==> src/inc/synth_cfg_pkg.sv <==
// Package: register map, field layout and reset values of the synthesizer configuration bank
package synth_cfg_pkg;
  localparam logic [5:0] ADDR_RES_A      = 6'h20;
  localparam logic [5:0] ADDR_RX_BIAS    = 6'h21;
  localparam logic [5:0] ADDR_TX_BIAS    = 6'h22;
  localparam logic [5:0] ADDR_CAL_PUMP   = 6'h23;
  localparam logic [5:0] ADDR_CAL_OSC    = 6'h24;
  localparam logic [5:0] ADDR_CAL_COARSE = 6'h25;
  localparam logic [5:0] ADDR_CAL_CTRL   = 6'h26;
  localparam logic [5:0] ADDR_RES_B      = 6'h29;
  localparam logic [5:0] ADDR_RES_C      = 6'h2a;
  localparam logic [5:0] ADDR_RES_D      = 6'h2b;
  localparam logic [5:0] ADDR_TEST_TWO   = 6'h2c;

  localparam logic [7:0] RST_RES_A       = 8'hf8;
  localparam logic [7:0] RST_RX_BIAS     = 8'h56;
  localparam logic [7:0] RST_TX_BIAS     = 8'h10;
  localparam logic [7:0] RST_CAL_PUMP    = 8'ha9;
  localparam logic [7:0] RST_CAL_OSC     = 8'h0a;
  localparam logic [7:0] RST_CAL_COARSE  = 8'h20;
  localparam logic [7:0] RST_CAL_CTRL    = 8'h0d;
  localparam logic [7:0] RST_RES_B       = 8'h59;
  localparam logic [7:0] RST_RES_C       = 8'h7f;
  localparam logic [7:0] RST_RES_D       = 8'h3f;
  localparam logic [7:0] RST_TEST_TWO    = 8'h88;
  localparam logic [7:0] WAKE_TEST_RET   = 8'h81;

  // Writable-bit masks; zero bits ignore writes and read as zero
  localparam logic [7:0] MASK_RES_A      = 8'hfb;
  localparam logic [7:0] MASK_TX_BIAS    = 8'h37;
  localparam logic [7:0] MASK_CAL_OSC    = 8'h3f;
  localparam logic [7:0] MASK_CAL_COARSE = 8'h3f;
  localparam logic [7:0] MASK_CAL_CTRL   = 8'h7f;

  localparam int POWER_IDX_LSB  = 0;
  localparam int PUMP_EN_LSB    = 4;
  localparam int PUMP_CODE_LSB  = 0;
  localparam int CORE_HIGH_BIT  = 5;
  localparam int OSC_CUR_LSB    = 0;
  localparam int COARSE_LSB     = 0;
  localparam int POWER_TABLE_DEPTH = 2;
endpackage

==> src/radio_frontend_synth_cfg_regs.sv <==
// Design: configuration register bank for front-end bias and synthesizer calibration
// Behaviour
// - Power index selects one of two table entries
// - Zero pump enable field skips pump calibration
// - Low four bits hold pump current code
// - Core select bit chooses high or low oscillator
// - Oscillator current field: calibration result and override
// - Coarse tuning field holds capacitor array setting
// - Wake forces internal test value 0x88 or 0x81
// - Test register reads 0x88 after wake
// - First reserved register resets 11111_0_00, bit2 unused
module radio_frontend_synth_cfg_regs #(
  parameter int TABLE_DEPTH = synth_cfg_pkg::POWER_TABLE_DEPTH
) (
  input  wire logic       clk,
  input  wire logic       sys_rst,
  input  wire logic       wr_en,
  input  wire logic       rd_en,
  input  wire logic [5:0] addr,
  input  wire logic [7:0] wr_data,
  output logic      [7:0] rd_data,
  output logic            rd_hit,
  input  wire logic       sleep_active,
  input  wire logic       wake_event,
  input  wire logic       converter_retention_option,
  input  wire logic       cal_result_valid,
  input  wire logic [3:0] cal_pump_code,
  input  wire logic [4:0] cal_osc_current,
  input  wire logic [5:0] cal_coarse,
  input  wire logic [7:0] power_entry_0,
  input  wire logic [7:0] power_entry_1,
  output logic      [7:0] selected_power,
  output logic      [2:0] amp_power_index,
  output logic            pump_cal_stage_enable,
  output logic      [3:0] pump_current_code,
  output logic            osc_core_high_select,
  output logic      [4:0] osc_current_code,
  output logic      [5:0] coarse_tune_code,
  output logic      [7:0] rx_bias,
  output logic      [6:0] cal_control,
  output logic      [7:0] tuning_b,
  output logic      [7:0] tuning_c,
  output logic      [7:0] tuning_d,
  output logic      [7:0] test_two_analog
);

  // ----------------------------------------
  // Parameter check
  // ----------------------------------------
  // Two table entries arrive as ports, so no other depth can be served
  if (TABLE_DEPTH != 2) begin
    $error("power table depth must be 2");
  end

  // ----------------------------------------
  // Register storage
  // ----------------------------------------
  logic [7:0] res_a_ff;
  logic [7:0] rx_bias_ff;
  logic [7:0] tx_bias_ff;
  logic [7:0] cal_pump_ff;
  logic [7:0] cal_osc_ff;
  logic [7:0] cal_coarse_ff;
  logic [7:0] cal_ctrl_ff;
  logic [7:0] res_b_ff;
  logic [7:0] res_c_ff;
  logic [7:0] res_d_ff;
  logic [7:0] test_read_ff;
  logic [7:0] test_analog_ff;
  logic [7:0] selected_power_ff;
  logic [7:0] rd_data_ff;
  logic       rd_hit_ff;

  // ----------------------------------------
  // Write decode
  // ----------------------------------------
  function automatic logic hit(input logic [5:0] a, input logic [5:0] target, input logic we);
    hit = we && (a == target);
  endfunction

  logic wr_res_a;
  logic wr_rx_bias;
  logic wr_tx_bias;
  logic wr_cal_pump;
  logic wr_cal_osc;
  logic wr_cal_coarse;
  logic wr_cal_ctrl;
  logic wr_res_b;
  logic wr_res_c;
  logic wr_res_d;
  logic wr_test_two;
  logic vol_wr_ok;

  // Volatile registers take no writes while the device sleeps
  assign vol_wr_ok     = wr_en && !sleep_active;
  assign wr_res_a      = hit(addr, synth_cfg_pkg::ADDR_RES_A, wr_en);
  assign wr_rx_bias    = hit(addr, synth_cfg_pkg::ADDR_RX_BIAS, wr_en);
  assign wr_tx_bias    = hit(addr, synth_cfg_pkg::ADDR_TX_BIAS, wr_en);
  assign wr_cal_pump   = hit(addr, synth_cfg_pkg::ADDR_CAL_PUMP, wr_en);
  assign wr_cal_osc    = hit(addr, synth_cfg_pkg::ADDR_CAL_OSC, wr_en);
  assign wr_cal_coarse = hit(addr, synth_cfg_pkg::ADDR_CAL_COARSE, wr_en);
  assign wr_cal_ctrl   = hit(addr, synth_cfg_pkg::ADDR_CAL_CTRL, wr_en);
  assign wr_res_b      = hit(addr, synth_cfg_pkg::ADDR_RES_B, vol_wr_ok);
  assign wr_res_c      = hit(addr, synth_cfg_pkg::ADDR_RES_C, vol_wr_ok);
  assign wr_res_d      = hit(addr, synth_cfg_pkg::ADDR_RES_D, vol_wr_ok);
  assign wr_test_two   = hit(addr, synth_cfg_pkg::ADDR_TEST_TWO, vol_wr_ok);

  // ----------------------------------------
  // Retained configuration registers
  // ----------------------------------------
  always_ff @(posedge clk) begin
    if (sys_rst) begin
      res_a_ff <= synth_cfg_pkg::RST_RES_A;
    end else if (wr_res_a) begin
      res_a_ff <= wr_data & synth_cfg_pkg::MASK_RES_A;
    end
  end

  always_ff @(posedge clk) begin
    if (sys_rst) begin
      rx_bias_ff <= synth_cfg_pkg::RST_RX_BIAS;
    end else if (wr_rx_bias) begin
      rx_bias_ff <= wr_data;
    end
  end

  always_ff @(posedge clk) begin
    if (sys_rst) begin
      tx_bias_ff <= synth_cfg_pkg::RST_TX_BIAS;
    end else if (wr_tx_bias) begin
      tx_bias_ff <= wr_data & synth_cfg_pkg::MASK_TX_BIAS;
    end
  end

  always_ff @(posedge clk) begin
    if (sys_rst) begin
      cal_ctrl_ff <= synth_cfg_pkg::RST_CAL_CTRL;
    end else if (wr_cal_ctrl) begin
      cal_ctrl_ff <= wr_data & synth_cfg_pkg::MASK_CAL_CTRL;
    end
  end

  // ----------------------------------------
  // Calibration registers: host override, calibration result wins
  // ----------------------------------------
  always_ff @(posedge clk) begin
    if (sys_rst) begin
      cal_pump_ff   <= synth_cfg_pkg::RST_CAL_PUMP;
      cal_osc_ff    <= synth_cfg_pkg::RST_CAL_OSC;
      cal_coarse_ff <= synth_cfg_pkg::RST_CAL_COARSE;
    end else begin
      if (cal_result_valid) begin
        // A host write in the same cycle keeps only its configuration bits
        cal_pump_ff[3:0]   <= cal_pump_code;
        cal_osc_ff[4:0]    <= cal_osc_current;
        cal_coarse_ff[5:0] <= cal_coarse;
        if (wr_cal_pump) begin
          cal_pump_ff[7:4] <= wr_data[7:4];
        end
        if (wr_cal_osc) begin
          cal_osc_ff[7:5] <= wr_data[7:5] & synth_cfg_pkg::MASK_CAL_OSC[7:5];
        end
      end else begin
        if (wr_cal_pump) begin
          cal_pump_ff <= wr_data;
        end
        if (wr_cal_osc) begin
          cal_osc_ff <= wr_data & synth_cfg_pkg::MASK_CAL_OSC;
        end
        if (wr_cal_coarse) begin
          cal_coarse_ff <= wr_data & synth_cfg_pkg::MASK_CAL_COARSE;
        end
      end
    end
  end

  // ----------------------------------------
  // Volatile registers: lost in sleep, forced on wake
  // ----------------------------------------
  // Wake reloads the reset values; the host must then restore its settings
  always_ff @(posedge clk) begin
    if (sys_rst || wake_event) begin
      res_b_ff <= synth_cfg_pkg::RST_RES_B;
    end else if (wr_res_b) begin
      res_b_ff <= wr_data;
    end
  end

  always_ff @(posedge clk) begin
    if (sys_rst || wake_event) begin
      res_c_ff <= synth_cfg_pkg::RST_RES_C;
    end else if (wr_res_c) begin
      res_c_ff <= wr_data;
    end
  end

  always_ff @(posedge clk) begin
    if (sys_rst || wake_event) begin
      res_d_ff <= synth_cfg_pkg::RST_RES_D;
    end else if (wr_res_d) begin
      res_d_ff <= wr_data;
    end
  end

  always_ff @(posedge clk) begin
    if (sys_rst || wake_event) begin
      test_read_ff <= synth_cfg_pkg::RST_TEST_TWO;
    end else if (wr_test_two) begin
      test_read_ff <= wr_data;
    end
  end

  // ----------------------------------------
  // Internal analog copy of the test register
  // ----------------------------------------
  always_ff @(posedge clk) begin
    if (sys_rst) begin
      test_analog_ff <= synth_cfg_pkg::RST_TEST_TWO;
    end else if (wake_event) begin
      test_analog_ff <= converter_retention_option ? synth_cfg_pkg::WAKE_TEST_RET
                                                   : synth_cfg_pkg::RST_TEST_TWO;
    end else if (wr_test_two) begin
      test_analog_ff <= wr_data;
    end
  end

  // ----------------------------------------
  // Output power table selection
  // ----------------------------------------
  logic [7:0] power_table [TABLE_DEPTH];
  logic [2:0] power_idx;

  assign power_table[0] = power_entry_0;
  assign power_table[1] = power_entry_1;
  assign power_idx      = tx_bias_ff[synth_cfg_pkg::POWER_IDX_LSB +: 3];

  always_ff @(posedge clk) begin
    if (sys_rst) begin
      selected_power_ff <= 8'h00;
    end else if (power_idx < 3'(TABLE_DEPTH)) begin
      selected_power_ff <= power_table[power_idx[0]];
    end else begin
      // Indices beyond the table fall back to entry 0
      selected_power_ff <= power_table[0];
    end
  end

  // ----------------------------------------
  // Register read port
  // ----------------------------------------
  logic [7:0] nxt_rd_data;

  always_comb begin
    nxt_rd_data = 8'h00;
    case (addr)
      synth_cfg_pkg::ADDR_RES_A:      nxt_rd_data = res_a_ff;
      synth_cfg_pkg::ADDR_RX_BIAS:    nxt_rd_data = rx_bias_ff;
      synth_cfg_pkg::ADDR_TX_BIAS:    nxt_rd_data = tx_bias_ff;
      synth_cfg_pkg::ADDR_CAL_PUMP:   nxt_rd_data = cal_pump_ff;
      synth_cfg_pkg::ADDR_CAL_OSC:    nxt_rd_data = cal_osc_ff;
      synth_cfg_pkg::ADDR_CAL_COARSE: nxt_rd_data = cal_coarse_ff;
      synth_cfg_pkg::ADDR_CAL_CTRL:   nxt_rd_data = cal_ctrl_ff;
      synth_cfg_pkg::ADDR_RES_B:      nxt_rd_data = res_b_ff;
      synth_cfg_pkg::ADDR_RES_C:      nxt_rd_data = res_c_ff;
      synth_cfg_pkg::ADDR_RES_D:      nxt_rd_data = res_d_ff;
      synth_cfg_pkg::ADDR_TEST_TWO:   nxt_rd_data = test_read_ff;
      default:                        nxt_rd_data = 8'h00;
    endcase
  end

  always_ff @(posedge clk) begin
    if (sys_rst) begin
      rd_data_ff <= 8'h00;
      rd_hit_ff  <= 1'b0;
    end else begin
      rd_hit_ff <= rd_en;
      if (rd_en) begin
        rd_data_ff <= nxt_rd_data;
      end
    end
  end

  // ----------------------------------------
  // Output ports
  // ----------------------------------------
  assign rd_data               = rd_data_ff;
  assign rd_hit                = rd_hit_ff;
  assign selected_power        = selected_power_ff;
  assign amp_power_index       = tx_bias_ff[synth_cfg_pkg::POWER_IDX_LSB +: 3];
  assign pump_cal_stage_enable = cal_pump_ff[synth_cfg_pkg::PUMP_EN_LSB +: 2] != 2'h0;
  assign pump_current_code     = cal_pump_ff[synth_cfg_pkg::PUMP_CODE_LSB +: 4];
  assign osc_core_high_select  = cal_osc_ff[synth_cfg_pkg::CORE_HIGH_BIT];
  assign osc_current_code      = cal_osc_ff[synth_cfg_pkg::OSC_CUR_LSB +: 5];
  assign coarse_tune_code      = cal_coarse_ff[synth_cfg_pkg::COARSE_LSB +: 6];
  assign rx_bias               = rx_bias_ff;
  assign cal_control           = cal_ctrl_ff[6:0];
  assign tuning_b              = res_b_ff;
  assign tuning_c              = res_c_ff;
  assign tuning_d              = res_d_ff;
  assign test_two_analog       = test_analog_ff;

endmodule

==> config.mk <==
export PLATFORM = sky130hd
export DESIGN_NAME = radio_frontend_synth_cfg_regs
export DESIGN_NICKNAME = d
export VERILOG_FILES = /design/src/inc/synth_cfg_pkg.sv /design/src/radio_frontend_synth_cfg_regs.sv
export SDC_FILE = /design/constraint.sdc
export NUM_CORES = 1
export LEC_CHECK = 0
export BUFFER_PORTS_ARGS = -buffer_cell sky130_fd_sc_hd__buf_2
export CAP_MARGIN = 40
export CORE_AREA = 4 4 129 131
export CTS_CLUSTER_SIZE = 30
export DETAILED_ROUTE_END_ITERATION = 10
export DIE_AREA = 0 0 133 135
export PLACE_DENSITY = 0.61
export SYNTH_ARGS = -nofsm -noshare
export SYNTH_HDL_FRONTEND = slang
export SYNTH_SLANG_ARGS = --single-unit
==> constraint.sdc <==
create_clock -name clk -period 2.1 [get_ports clk]
set_input_delay 0 -clock clk [delete_from_list [all_inputs] [get_ports clk]]
set_output_delay 0 -clock clk [all_outputs]
set_load 0.05 [all_outputs]
== Word-level counts from Yosys, hierarchy flattened ==
Cells that the tools add are included.

* Order comparisons: 2
* Equality and inequality tests: 11
* Mux-type cells: 16
* Bitwise logic cells: 1
* Reduce and logical (&&, ||, !) cells: 19

{| class="wikitable"
|+ Operators by type and width
! operator !! number
|-
| 8-bit case mux with 11 select lines || 1
|-
| 8-bit two-way mux || 10
|-
| 6-bit == test, second input constant || 11
|-
| 1-bit logical AND || 12
|-
| 6-bit two-way mux || 2
|-
| 2-bit nonzero test || 5
|-
| 4-bit two-way mux || 2
|-
| 3-bit by 2-bit < comparator with 1-bit output, second input constant || 1
|-
| 3-bit two-way mux || 1
|-
| 2-bit >= comparator, second input constant || 1
|-
| 1-bit inverter with 2-bit output || 1
|-
| 1-bit zero test || 1
|-
| 1-bit logical OR || 1
|}

* Register bits: 106
* Bits of input ports: 53
* Word-level logic and storage cells: 66

== Longest topological paths before layout ==
* Depth after elaboration: 5
* Mapped depth: 7

== Worst setup path after synthesis ==
OpenSTA, ideal clock, no wires.

* Kind: register to register
* From: register rx_bias_ff[1], in the netlist rx_bias[1]
* To: register rd_data_ff[1], in the netlist rd_data[1]
* Arrival: 1243 ps
* Required time: 1969 ps
* Slack: 726 ps
* Cell stages (with the launch flop): 4
* Buffers on the path: 0
* Period minus slack after synthesis: 1374 ps
* Cells stage by stage: dfxtp_1 mux4_2 a22oi_1 a311oi_1

* Word-level cells in the longest chain between the ends: 1

{| class="wikitable"
|+ Ends and longest elaborated chain
! item !! line !! source
|-
| start: declaration || radio_frontend_synth_cfg_regs.sv:59 || <nowiki>logic [7:0] rx_bias_ff;</nowiki>
|-
| start signal: assignment || radio_frontend_synth_cfg_regs.sv:121 || <nowiki>rx_bias_ff <= synth_cfg_pkg::RST_RX_BIAS;</nowiki>
|-
| start signal: assignment || radio_frontend_synth_cfg_regs.sv:123 || <nowiki>rx_bias_ff <= wr_data;</nowiki>
|-
| 8-bit case mux with 11 select lines || radio_frontend_synth_cfg_regs.sv:255 || <nowiki>case (addr)</nowiki>
|-
| end signal: assignment || radio_frontend_synth_cfg_regs.sv:278 || <nowiki>rd_data_ff <= nxt_rd_data;</nowiki>
|-
| end: declaration || radio_frontend_synth_cfg_regs.sv:71 || <nowiki>logic [7:0] rd_data_ff;</nowiki>
|}

Every way passes these cells.
A chain may end at the register's enable or synchronous reset.

== Final worst setup path ==
* From: input port addr[0]
* To: register test_analog_ff[0], in the netlist test_two_analog[0]

* Word-level cells in the longest chain between the ends: 3

{| class="wikitable"
|+ Ends and longest elaborated chain
! item !! line !! source
|-
| start: declaration || radio_frontend_synth_cfg_regs.sv:19 || <nowiki>input wire logic [5:0] addr,</nowiki>
|-
| 6-bit == test || radio_frontend_synth_cfg_regs.sv:78 || <nowiki>hit = we && (a == target);</nowiki>
|-
| 1-bit logical AND || radio_frontend_synth_cfg_regs.sv:78 ||
|-
| 2-bit nonzero test (no source line) || - ||
|-
| end signal: assignment || radio_frontend_synth_cfg_regs.sv:218 || <nowiki>test_analog_ff <= synth_cfg_pkg::RST_TEST_TWO;</nowiki>
|-
| end signal: assignment || radio_frontend_synth_cfg_regs.sv:220 || <nowiki>test_analog_ff <= converter_retention_option ? synth_cfg_pkg::WAKE_TEST_RET</nowiki>
|-
| end signal: assignment || radio_frontend_synth_cfg_regs.sv:223 || <nowiki>test_analog_ff <= wr_data;</nowiki>
|-
| end: declaration || radio_frontend_synth_cfg_regs.sv:69 || <nowiki>logic [7:0] test_analog_ff;</nowiki>
|}

Every way passes these cells.

==> reports/summary.md <==
In this run the worst hold path is classified as primary input to flop. Setup repair after global routing left no endpoint under its margin. The clock tree root driver cell is sky130_fd_sc_hd__clkbuf_16. The number of global-route vias before repair was 4384; the simple logic cell fraction of the synthesized area was 20.4%.

The maximum buffer depth of the clock tree is 2, and the async set or reset register ratio after synthesis is 0%. After filler insertion, the fill cell instance count of the layout stands at 1568. The die covers 18000 um2.

The proportion of synthesized area in mux cells came out at 15.8%. Cells with a size suffix above 1 make up 27.8% of the layout. The antenna violation net count after detailed routing is 0, and the number of enable flip-flop cells after synthesis is 0. The family of cells with the greatest summed delay on the critical path was simple AND/OR/NAND/NOR gates.

The total of buffers placed on input and output ports was 136. The run finished with clean final reports. The synthesized netlist devotes 13.6% of its cell area to compound gates. Largest incremental delay on the critical path: 0.57 ns. The placed instances occupy a cell area of 5510 um2. The cell area power density was 703 nW/um2; the clock latency on the worst-skew pair was 0.36 ns.

After synthesis, the cell types taking the most area are sky130_fd_sc_hd__dfxtp_1 44%, sky130_fd_sc_hd__mux2i_1 12%, sky130_fd_sc_hd__nand2_1 5.9%. The HPWL after detailed placement is 11600 um. Cell internal power was estimated by the tool at 3.18 mW. Summing all flip-flop and latch instances after layout gives 2080 um2. The run gives 302 as the DRC marker count from the first detailed-route iteration.

The portion of the post-synthesis area used by sequential elements is 44.0%, and the clock-pin slew reported for the worst setup and hold paths after clock tree synthesis is 0.07 ns. For this run the aggregate overflow at the end of global routing stands at 0. Summed over all failing endpoints, the final setup total negative slack is 0 ns. The sum of routed wire length over all layers is 16200 um. In this run the worst path has a maximum fanout of 21. Compared with the post-synthesis result, the final layout area differs by 30.9%. Die width: 133 um. The slew at the pin with the worst max-slew slack works out to 0.653 ns. Of the total synthesized cell area, the portion taken by full adders, half adders and majority gates is 0.238%. Dividing the synthesized area by the synthesized cell count gives 9.17 um2.

In the final layout, the multi-input gates occupy 2370 um2. At the end of the flow, the number of nets in the layout was 716. Once the clock tree was built, the resizer swapped 0 gates to a different size. The data arrival time of the critical path came out at 2.09 ns. In the final routed layout, each cell accounts on average for 18.3 um. The vertical die dimension was 135 um.

Based on the critical path, the design can be clocked at up to 561 MHz. The total of flip-flops plus latches after synthesis was 104; the number of distinct standard cells referenced by the synthesized netlist was 43. Detailed routing inserted a total of 4365 vias. The share of total power dissipated in the clock network is 41.0%. sky130_fd_sc_hd__dfxtp_1 is the most common cell in the netlist. The routed design could run at a clock period as short as 1.78 ns. The tools report the netlist area before placement as 4730 um2. The share of the clock period used by the worst path after layout was 84.9%. The cell type contributing the most total cell area after synthesis is sky130_fd_sc_hd__dfxtp_1.

The net switching component of the power was 1.18 mW; the wire length of the first global-routing pass was 25400 um. Summing the areas of all xor and xnor instances in the mapped netlist gives 0% of the synthesized area. The run gives 0 as the number of violations of the max-capacitance limit. For this run, the leading register cell type out of synthesis is sky130_fd_sc_hd__dfxtp_1. Final hold analysis gives a worst-case slack of 0.0139 ns. After floorplanning, the core was divided into 46 placement rows. The kind of start point of the critical path is a primary input. The share of total power dissipated in sequential elements is 46.6%. The H-tree depth reported by CTS is 3.

Worst setup path category: primary input to flop. After synthesis, the most frequently instantiated cells are 104 x sky130_fd_sc_hd__dfxtp_1, 74 x sky130_fd_sc_hd__nand2_1, 58 x sky130_fd_sc_hd__mux2i_1. Walking the worst path, the cells encountered are buf_2 > nor3b_1 > and3_1 > nand2_1 > a311oi_1 > dlygate4sd3_1. The synthesized netlist net count is 569.

The run gives 395 uV as the maximum resistive drop on vdd. At the end of routability-driven placement, the weighted congestion stood at 0.865. The remaining routing DRC violations was 0; the number of synthesis warnings was 0. TritonCTS built the clock tree. After synthesis, the largest area contributor takes up 44.0% of total cell area. Total instance count after detailed placement: 831. Final count of hold timing violations: 0. The max-slew violation count is 0.

The count of TritonRoute iterations in the first routing pass was 6; the switching share of power was 27.1%. The logs give 1 for the initial antenna violation count and 6190 um2 for the cell area after layout. By area, the combinational part of the netlist is dominated by simple AND/OR/NAND/NOR gates.

In this run the static leakage power is 2.72 nW. Counting both buffers and inverters, the worst setup path holds a total of 2. For this design, the sink count on the clock tree is 104. The starting density of the core was 30.3%. The tools report the fraction of power consumed by combinational cells as 12.4%. The slowest cell on the critical path is sky130_fd_sc_hd__dlygate4sd3_1. Synthesis handed over a netlist of 516 instances.

For the pin count of the biggest net entering global routing, the log shows 35. The worst setup path is captured at a flop. Buffers inserted during clock tree synthesis total 9. 137 I/O pins were placed. The run gives 0.0127 ns as the clock skew after layout. Setup violations remaining at the end of the flow were counted as 0. 0 antenna diodes ended up in the layout.

The count of cells in the finished layout, fillers not included, comes to 884. The detail-routed via count per cell came out at 4.94. In this run the standard cell core region covers 15600 um2. The worst endpoint required time was 2.41 ns; the max-slew headroom at the worst pin was 56.4%. For this run, the total global-route usage over all layers was measured as 18.1%.
timing repair:
item | in CTS | in global routing
hold endpoints to repair | 38 | 0
setup buffers | 0 | 0
hold buffers | 37 | 0
worst paths after layout:
kind,startpoint,end,slack [ns],depth (start not counted)
hold reg to reg,test_two_analog[7]$_SDFFE_PP1P_,test_two_analog[7]$_SDFFE_PP1P_,0.45,2
hold / removal,cal_result_valid,cal_pump_ff[3]$_SDFFE_PP1P_,0.01,4
setup reg to reg,tx_bias_ff[0]$_SDFFE_PP0P_,selected_power[7]$_SDFF_PP0_,0.33,5
setup / recovery,addr[0],test_two_analog[0]$_SDFFE_PP0P_,0.32,6
state kept, by name, summed over array words and instances, names as in the netlist:
signal	flops
tuning_b	8
cal_osc_ff	6
rd_data	8
rx_bias	8
res_a_ff	7
cal_ctrl_ff	7
cal_pump_ff	8
test_read_ff	8
tuning_d	8
tuning_c	8
rd_hit	1
tx_bias_ff	5
selected_power	8
test_two_analog	8
cal_coarse_ff	6
metrics by stage:
step / utilization, % / power [mW] / worst slack, ns
CTS: 39.7 / 4.38 / 0.369
detailed placement: 35.3 / 2.56 / 0.354
global route: 39.7 / 4.50 / 0.179
global placement: 35.3 / 2.55 / 0.388
floorplan: - / 2.40 / 0.726
finish: 39.7 / 4.36 / 0.317
layout make-up:
class / instances / area share (%)
clock buffers: 10 / 3.86
clock inverters: 6 / 1.23
inverters: 6 / 0.364
multi-input cells: 358 / 38.3
flip-flops and latches: 104 / 33.6
well taps: 216 / 4.36
repair buffers: 184 / 18.3
metal layers:
layer	global-route usage [%]	wire, um	vias up
li1	-	-	2104
met1	23.3	7170	2099
met2	29.8	7610	146
met3	6.33	1220	14
met4	3.46	163	2
met5	0	13	-
power groups by stage:
stage	sequential [mW]	combinational, mW	clock [mW]
finish	2.03	0.539	1.79
global placement	2.08	0.478	0
detailed placement	2.08	0.479	0
global route	2.03	0.574	1.89
floorplan	2.17	0.227	0
CTS	2.03	0.533	1.81
logic make-up (layout without fill, tap and decap cells):
kind of cell    count (synthesis)  in the layout
flops                         104            104
fa+ha+maj                       1              1
buf+inv                        54            206
simple gates                  199            199
mux                            70             70
compound gates                 88             88
worst reg2reg max path, cell delays in order (launching register included):
cell	delay, ns
sky130_fd_sc_hd__dfxtp_1	0.42
sky130_fd_sc_hd__nor3b_1	0.21
sky130_fd_sc_hd__buf_4	0.22
sky130_fd_sc_hd__mux2i_1	0.20
sky130_fd_sc_hd__dlygate4sd3_1	0.57
sky130_fd_sc_hd__nor2_1	0.04
layout by cell type, fill, tap and decap left out, types with 5 or more instances in the layout:
cell and count:
sky130_fd_sc_hd__clkbuf_16 9, sky130_fd_sc_hd__nor2b_1 14, sky130_fd_sc_hd__mux2i_1 58, sky130_fd_sc_hd__nand3_1 21, sky130_fd_sc_hd__nand3b_1 10, sky130_fd_sc_hd__inv_1 6
sky130_fd_sc_hd__and3_1 5, sky130_fd_sc_hd__nor2_1 52, sky130_fd_sc_hd__dfxtp_1 104, sky130_fd_sc_hd__a211oi_1 11, sky130_fd_sc_hd__a211o_1 6, sky130_fd_sc_hd__buf_2 136
sky130_fd_sc_hd__a21oi_1 30, sky130_fd_sc_hd__a311oi_1 6, sky130_fd_sc_hd__buf_4 11, sky130_fd_sc_hd__o2bb2ai_1 7, sky130_fd_sc_hd__nand2_1 74, sky130_fd_sc_hd__dlygate4sd3_1 37
sky130_fd_sc_hd__a22oi_1 12, sky130_fd_sc_hd__mux2_2 9
Note: power is estimated with default switching activity, not from simulation.
